$ cat config.mk
export PLATFORM = sky130hd
export DESIGN_NAME = epas_top
export DESIGN_NICKNAME = d
export VERILOG_FILES = /design/src/rtl/epas_sync.v /design/src/rtl/epas_top.v
export VERILOG_INCLUDE_DIRS = /design/src /design/src/rtl
export SDC_FILE = /design/constraint.sdc
export NUM_CORES = 1
export LEC_CHECK = 0
export BUFFER_PORTS_ARGS = -buffer_cell sky130_fd_sc_hd__buf_2
export CAP_MARGIN = 0
export CORE_AREA = 4 4 144 118
export DETAILED_ROUTE_END_ITERATION = 16
export DIE_AREA = 0 0 148 122
export GPL_ROUTABILITY_DRIVEN = 0
export GPL_TIMING_DRIVEN = 1
export PLACE_DENSITY = 0.47
export SLEW_MARGIN = 10
export SYNTH_ARGS = -nofsm -noshare
export SYNTH_HDL_FRONTEND = slang
export SYNTH_SLANG_ARGS = --single-unit
export TNS_END_PERCENT = 1
$ cat constraint.sdc
create_clock -name CLK -period 1.65 [get_ports CLK]
set_input_delay 0.2475 -clock CLK [delete_from_list [all_inputs] [get_ports CLK]]
set_output_delay 0.2475 -clock CLK [all_outputs]
set_load 0.03 [all_outputs]
$ cat src/rtl/epas_defs.vh
// Purpose: Constants for the external port access sequencer
// Assumes: CLK runs at twice the peripheral clock rate
// Notes: One CLK cycle is one half peripheral clock
`ifndef EPAS_DEFS_VH
`define EPAS_DEFS_VH
// ----------------------------------------
// Widths
// ----------------------------------------
`define EPAS_AW 24
`define EPAS_DW 16
`define EPAS_WSW 3
// ----------------------------------------
// Lengthening modes
// ----------------------------------------
`define EPAS_MODE_WAIT 2'h1
`define EPAS_MODE_ACK 2'h2
`define EPAS_MODE_BOTH 2'h3
// ----------------------------------------
// Timing, in ns, peripheral clocks and CLK cycles
// ----------------------------------------
`define EPAS_CLK_NS 100
`define EPAS_PCLK_NS 200
`define EPAS_HALF_PCLK (`EPAS_PCLK_NS / 2 / `EPAS_CLK_NS)
`define EPAS_PCLK_CYC (`EPAS_PCLK_NS / `EPAS_CLK_NS)
`define EPAS_ACK_TAIL_PCLK 2
`define EPAS_ACK_TAIL_CYC (`EPAS_ACK_TAIL_PCLK * `EPAS_PCLK_CYC)
// ----------------------------------------
// Sequencer states
// ----------------------------------------
`define EPAS_S_IDLE 3'h0
`define EPAS_S_SETUP 3'h1
`define EPAS_S_STROBE 3'h2
`define EPAS_S_ACKW 3'h3
`define EPAS_S_TAIL 3'h4
`define EPAS_S_HOLD 3'h5
`define EPAS_S_WHOLD 3'h6
`endif

$ cat src/rtl/epas_sync.v
// Purpose: Two flip-flop synchroniser for pin inputs
// Assumes: Inputs are asynchronous to CLK
// Notes: Multi-bit use only for data held stable by the far side
module epas_sync #(
   parameter W = 1
) (
   input wire CLK,
   input wire RST,
   input wire [W-1:0] d,
   output reg [W-1:0] q
);
   reg [W-1:0] meta_r;

   // ----------------------------------------
   // Synchroniser
   // ----------------------------------------
   always @(posedge CLK) begin
      if (RST) begin
         meta_r <= {W{1'b0}};
         q <= {W{1'b0}};
      end else begin
         meta_r <= d;
         q <= meta_r;
      end
   end
endmodule // epas_sync

$ cat src/rtl/epas_top.v
// Purpose: Sequences external port reads and writes with waitstates and acknowledge
// Assumes: CLK is twice the peripheral clock; peripheral clock is made here
// Notes: Memory select control settings arrive as plain inputs, sampled per access
`include "epas_defs.vh"

module epas_top (
   input wire CLK,
   input wire RST,
   input wire REQ,
   input wire REQ_WRITE,
   input wire [`EPAS_AW-1:0] REQ_ADDR,
   input wire [`EPAS_DW-1:0] REQ_WDATA,
   input wire [1:0] CTL_MODE,
   input wire [`EPAS_WSW-1:0] CTL_WAIT,
   input wire CTL_WRITE_HOLD_EXTEND,
   input wire ACK,
   input wire [`EPAS_DW-1:0] DATA_IN,
   output reg READY,
   output reg DONE,
   output reg [`EPAS_DW-1:0] RDATA,
   output reg PCLK_OUT,
   output reg CS_N,
   output reg [`EPAS_AW-1:0] ADDR,
   output reg RD_N,
   output reg WR_N,
   output reg [`EPAS_DW-1:0] DATA_OUT,
   output reg DATA_OE
);
   // ----------------------------------------
   // Declarations
   // ----------------------------------------
   wire ack_s;
   wire [`EPAS_DW-1:0] din_s;
   wire pclk_rise;
   reg [2:0] state_r;
   reg [2:0] state_nxt;
   reg [4:0] cnt_r;
   reg [4:0] cnt_nxt;
   reg wr_r;
   reg ack_en_r;
   reg whc_r;
   reg ready_nxt;
   reg done_nxt;
   reg cs_n_nxt;
   reg rd_n_nxt;
   reg wr_n_nxt;
   reg oe_nxt;
   reg cap_nxt;
   wire [31:0] wait_cnt_init;
   wire [31:0] base_cnt_init;
   wire [31:0] tail_cnt_init;

   // ----------------------------------------
   // Pin synchronisers
   // ----------------------------------------
   epas_sync #(.W(1)) u_ack_sync (
      .CLK(CLK),
      .RST(RST),
      .d(ACK),
      .q(ack_s)
   );

   epas_sync #(.W(`EPAS_DW)) u_din_sync (
      .CLK(CLK),
      .RST(RST),
      .d(DATA_IN),
      .q(din_s)
   );

   // ----------------------------------------
   // Peripheral clock divider
   // ----------------------------------------
   // The next edge raises the peripheral clock
   assign pclk_rise = ~PCLK_OUT;

   always @(posedge CLK) begin
      if (RST) begin
         PCLK_OUT <= 1'b0;
      end else begin
         PCLK_OUT <= ~PCLK_OUT;
      end
   end

   // ----------------------------------------
   // Counter loads
   // ----------------------------------------
   // Counters load one less than the length, since the zero count is the last cycle
   assign wait_cnt_init = ({29'h0, CTL_WAIT} + 32'h1) * `EPAS_PCLK_CYC - 32'h1;
   assign base_cnt_init = `EPAS_PCLK_CYC - 32'h1;
   assign tail_cnt_init = `EPAS_ACK_TAIL_CYC - 32'h1;

   // ----------------------------------------
   // Sequencer next state
   // ----------------------------------------
   always @* begin
      state_nxt = state_r;
      cnt_nxt = cnt_r;
      ready_nxt = 1'b0;
      done_nxt = 1'b0;
      cs_n_nxt = CS_N;
      rd_n_nxt = RD_N;
      wr_n_nxt = WR_N;
      oe_nxt = DATA_OE;
      cap_nxt = 1'b0;
      case (state_r)
         `EPAS_S_IDLE: begin
            if (REQ && READY) begin
               cs_n_nxt = 1'b0;
               state_nxt = `EPAS_S_SETUP;
            end else begin
               ready_nxt = 1'b1;
            end
         end
         `EPAS_S_SETUP: begin
            // Strobe follows chip select by one half clock
            rd_n_nxt = wr_r;
            wr_n_nxt = ~wr_r;
            oe_nxt = wr_r;
            // Waitstates count only when the mode enables them
            if (CTL_MODE[0]) begin
               cnt_nxt = wait_cnt_init[4:0];
            end else begin
               cnt_nxt = base_cnt_init[4:0];
            end
            state_nxt = `EPAS_S_STROBE;
         end
         `EPAS_S_STROBE: begin
            if (cnt_r != 5'h0) begin
               cnt_nxt = cnt_r - 5'h1;
            end else if (ack_en_r) begin
               state_nxt = `EPAS_S_ACKW;
            end else begin
               rd_n_nxt = 1'b1;
               wr_n_nxt = 1'b1;
               cap_nxt = ~wr_r;
               state_nxt = `EPAS_S_HOLD;
            end
         end
         `EPAS_S_ACKW: begin
            // Acknowledge is only looked at on peripheral clock rises
            if (pclk_rise && ack_s) begin
               cnt_nxt = tail_cnt_init[4:0];
               state_nxt = `EPAS_S_TAIL;
            end
         end
         `EPAS_S_TAIL: begin
            if (cnt_r != 5'h0) begin
               cnt_nxt = cnt_r - 5'h1;
            end else begin
               rd_n_nxt = 1'b1;
               wr_n_nxt = 1'b1;
               cap_nxt = ~wr_r;
               state_nxt = `EPAS_S_HOLD;
            end
         end
         `EPAS_S_HOLD: begin
            // Chip select trails the strobe by one half clock; address holds until the next access
            cs_n_nxt = 1'b1;
            done_nxt = 1'b1;
            if (wr_r && whc_r) begin
               state_nxt = `EPAS_S_WHOLD;
            end else begin
               oe_nxt = 1'b0;
               state_nxt = `EPAS_S_IDLE;
            end
         end
         `EPAS_S_WHOLD: begin
            oe_nxt = 1'b0;
            state_nxt = `EPAS_S_IDLE;
         end
         default: begin
            cs_n_nxt = 1'b1;
            rd_n_nxt = 1'b1;
            wr_n_nxt = 1'b1;
            oe_nxt = 1'b0;
            state_nxt = `EPAS_S_IDLE;
         end
      endcase
   end

   // ----------------------------------------
   // Sequencer registers
   // ----------------------------------------
   always @(posedge CLK) begin
      if (RST) begin
         state_r <= `EPAS_S_IDLE;
         cnt_r <= 5'h0;
         wr_r <= 1'b0;
         ack_en_r <= 1'b0;
         whc_r <= 1'b0;
         READY <= 1'b0;
         DONE <= 1'b0;
         RDATA <= {`EPAS_DW{1'b0}};
         CS_N <= 1'b1;
         ADDR <= {`EPAS_AW{1'b0}};
         RD_N <= 1'b1;
         WR_N <= 1'b1;
         DATA_OUT <= {`EPAS_DW{1'b0}};
         DATA_OE <= 1'b0;
      end else begin
         state_r <= state_nxt;
         cnt_r <= cnt_nxt;
         READY <= ready_nxt;
         DONE <= done_nxt;
         CS_N <= cs_n_nxt;
         RD_N <= rd_n_nxt;
         WR_N <= wr_n_nxt;
         DATA_OE <= oe_nxt;
         // Access settings are frozen for the whole access, except waitstate mode and count, read in SETUP
         if (state_r == `EPAS_S_IDLE && REQ && READY) begin
            wr_r <= REQ_WRITE;
            ack_en_r <= CTL_MODE[1];
            whc_r <= CTL_WRITE_HOLD_EXTEND;
            ADDR <= REQ_ADDR;
            DATA_OUT <= REQ_WDATA;
         end
         if (cap_nxt) begin
            RDATA <= din_s;
         end
      end
   end
endmodule // epas_top

==> reports/qor.yml <==
cp_max_fo: 8
dp_hpwl_microns: 6830
finalSetupTns_ns: -0.372
fp.dieArea_sq_um: 18100
first_iter_violations: 126
overflow: 0
maxCapViolations: 0
setup_ws_ns: -0.0486
core-area_sq_um: 15600
syn_area_sq_um: 3820
grt_pass1_wl_microns: 16200
status: "finished with violations"
cp-end-kind: "register"
cts-root-buf: "clkbuf_16"
path_class: "reg2reg"
critPathMaxStageDelay_ns: 0.57
internal_power_mw: 4.35
pwr_density_cell_nw_per_um2: 1160
netlist.area_leader.share_pct: 56.7
worst-slew-pin-transition_ns: 0.501
syn_nets: 491
synth_top_area_cell: "dfxtp_1"
post-route-min-period_ns: 1.70
syn_area_per_cell_sq_um: 9.06
hold_viol: 0
synth_cell_type_count: 35
ant_nets: 0
synth-async-reset-ratio_pct: 0
cts-htree-levels: 3
viasPerCell: 4.20
pwr-share-seq_pct: 47.1
clock_latency_ns: 0.34
min_period_over_period_pct: 103
initial_utilization_pct: 24.5
die_w_microns: 148
num_io_pins: 130
yosysSeqAreaShare_pct: 56.7
std_cell_rows: 41
synth_ff_type: "dfxtp_1"
syn_inst: 421
path_cells: "inv_2, ha_4, nand3_4, or4_4, buf_12, mux2i_1, nor2_1"
pwr-share-clk_pct: 33.4
cts-buffers-inserted: 9
cpMaxStageDelayCell: "or4_4"
first_pass_iters: 4
grt_setup_unrepaired: "yes"
hp-class: "in2reg"
diodes: 0
dieHeight_microns: 122
grt_pass1_vias: 3357
swShare_pct: 28.3
cts_tree: "done"
synth_edf_count: 0
clk_pin_slew_ns: 0.07
drc: 0
clock_sinks: 108
track_usage_pct: 11.2
num_vias: 3274
antenna_found_initial: 0
pwr-share-comb_pct: 19.5
violations: "setup timing"
p_leak_nw: 2.37
drive_gt1_share_pct: 32.4
maxSlewViolCount: 0
irDropWorstVdd_mv: 0.593
switchingPower_mw: 1.72
avgRoutedWirePerCell_microns: 12.8
setup_violations: 16
holdPathStages: 2
crit_required_ns: 1.86
p_total_mw: 6.07
grt_max_degree: 45
final_nets: 630
area_growth_pct: 37.0
crit_path_start_kind: "register"
finClkSkew_ns: 0.00784
ys_ff_latch: 108
port_buffers: 129
finalWirelength_microns: 9940
worst_ep_arrival_time_ns: 1.91
slew-limit-headroom_pct: 66.6
r2r_slack_ns: -0.05
clockBufferDepth: 2
synthTopCellsByArea: "dfxtp_1 57%, nand2_1 9.4%, a21oi_1 7.2%"
final_util_pct: 33.5
max_freq_mhz: 589
ys_warn_count: 0
rr_worst_depth: 7
sequential cells by signal, summed over array words and instances, names as in the netlist:
name / count
state_r: 3
u_ack_sync.meta_r: 1
wr_r: 1
RD_N: 1
ADDR: 24
u_ack_sync.q: 1
DATA_OE: 1
PCLK_OUT: 1
DONE: 1
CS_N: 1
RDATA: 16
cnt_r: 5
u_din_sync.q: 16
ack_en_r: 1
READY: 1
WR_N: 1
DATA_OUT: 16
whc_r: 1
u_din_sync.meta_r: 16
layout make-up:
class / instances / area, sq um
repair buffers: 154 / 918
well taps: 215 / 269
inverters: 4 / 15.0
multi-input cells: 283 / 1580
clock buffers: 12 / 256
flip-flops and latches: 108 / 2160
clock inverters: 3 / 21.3
fillers: 1688 / 10400
path summary, 6_finish.rpt:
path	from	end
worst min register to register	u_din_sync.meta_r[4]$_SDFF_PP0_	u_din_sync.q[4]$_SDFF_PP0_
worst min-delay path	ACK	u_ack_sync.meta_r$_SDFF_PP0_
worst max-delay path	cnt_r[0]$_SDFFE_PP0P_	RDATA[13]$_SDFFE_PP0P_
worst max register to register	cnt_r[0]$_SDFFE_PP0P_	RDATA[13]$_SDFFE_PP0P_
layout by cell type, fill, tap and decap left out, types with 4 or more instances in the layout:
master     instances
nor2_1            25
o21ai_0            6
mux2i_1           16
nor2b_1           34
buf_12             5
nand2_1           96
buf_2            128
dfxtp_1          106
a21o_1             4
clkbuf_16          9
a21oi_1           53
nand3_1            4
nand2b_1           7
buf_4             20
critical path, delay by kind of cell (launching register included):
| kind | cells | cell delay, ns |
|---|---|---|
| buf+inv | 2 | 0.26 |
| mux | 1 | 0.14 |
| fa+ha+maj | 1 | 0.15 |
| simple gates | 3 | 0.69 |
| flops | 1 | 0.33 |
cell usage after synthesis (2+ instances only):
master / instances
o32ai_1: 2
nand2_1: 96
a21oi_1: 55
and3_1: 2
a21o_1: 4
ha_1: 3
nand3_1: 5
buf_6: 3
nor3_1: 3
o21ai_0: 6
a211oi_1: 2
a221o_1: 2
nand2b_1: 7
clkbuf_1: 23
nor2b_1: 36
nor2_1: 26
mux2i_1: 16
o21a_1: 2
xnor2_1: 2
inv_1: 4
dfxtp_1: 108
power by group through the flow:
stage	Combinational, mW	Clock (mW)	Sequential (mW)
2_1_floorplan	0.496	0	3.10
4_1_cts	1.15	2.13	2.86
3_5_place_dp	1.09	0	2.91
6_report	1.18	2.03	2.86
5_1_grt	1.30	2.24	2.88
3_3_place_gp	1.09	0	2.91
layer usage:
metal | routed length [microns] | GRT usage [%]
met1 | 4510 | 13.6
met2 | 4300 | 17.5
met3 | 998 | 5.58
met4 | 127 | 3.58
met5 | 0 | 0
cell families (layout without fill, tap and decap cells):
family	count (synthesis)	count (layout)	synth area share, %
buf+inv	30	173	3.54
simple gates	180	180	21.7
xor+xnor	2	2	0.459
compound gates	82	82	12.5
flops	108	108	56.7
fa+ha+maj	3	3	0.984
mux	16	16	4.20
metrics by stage:
stage | instances | cell area (sq um) | hold slack, ns | setup WS, ns
after floorplan | 421 | 3820 | 0.376 | -0.155
after global placement | 758 | 4810 | 0.417 | -0.0322
after detailed placement | 758 | 4810 | 0.426 | -0.0816
after CTS | 779 | 5190 | 0.0892 | -0.0460
after global routing | 779 | 5230 | 0.0940 | -0.131
final | 779 | 5230 | 0.111 | -0.0486
timing repair:
action / in CTS / in global routing
resized for setup: 10 / 8
pin swaps: 2 / 2
endpoints found under the setup margin: 17 / 60
hold buffers: 0 / 0
gates cloned: 1 / 0
buffers inserted: 5 / 0
(Power assumes the default switching activity.)
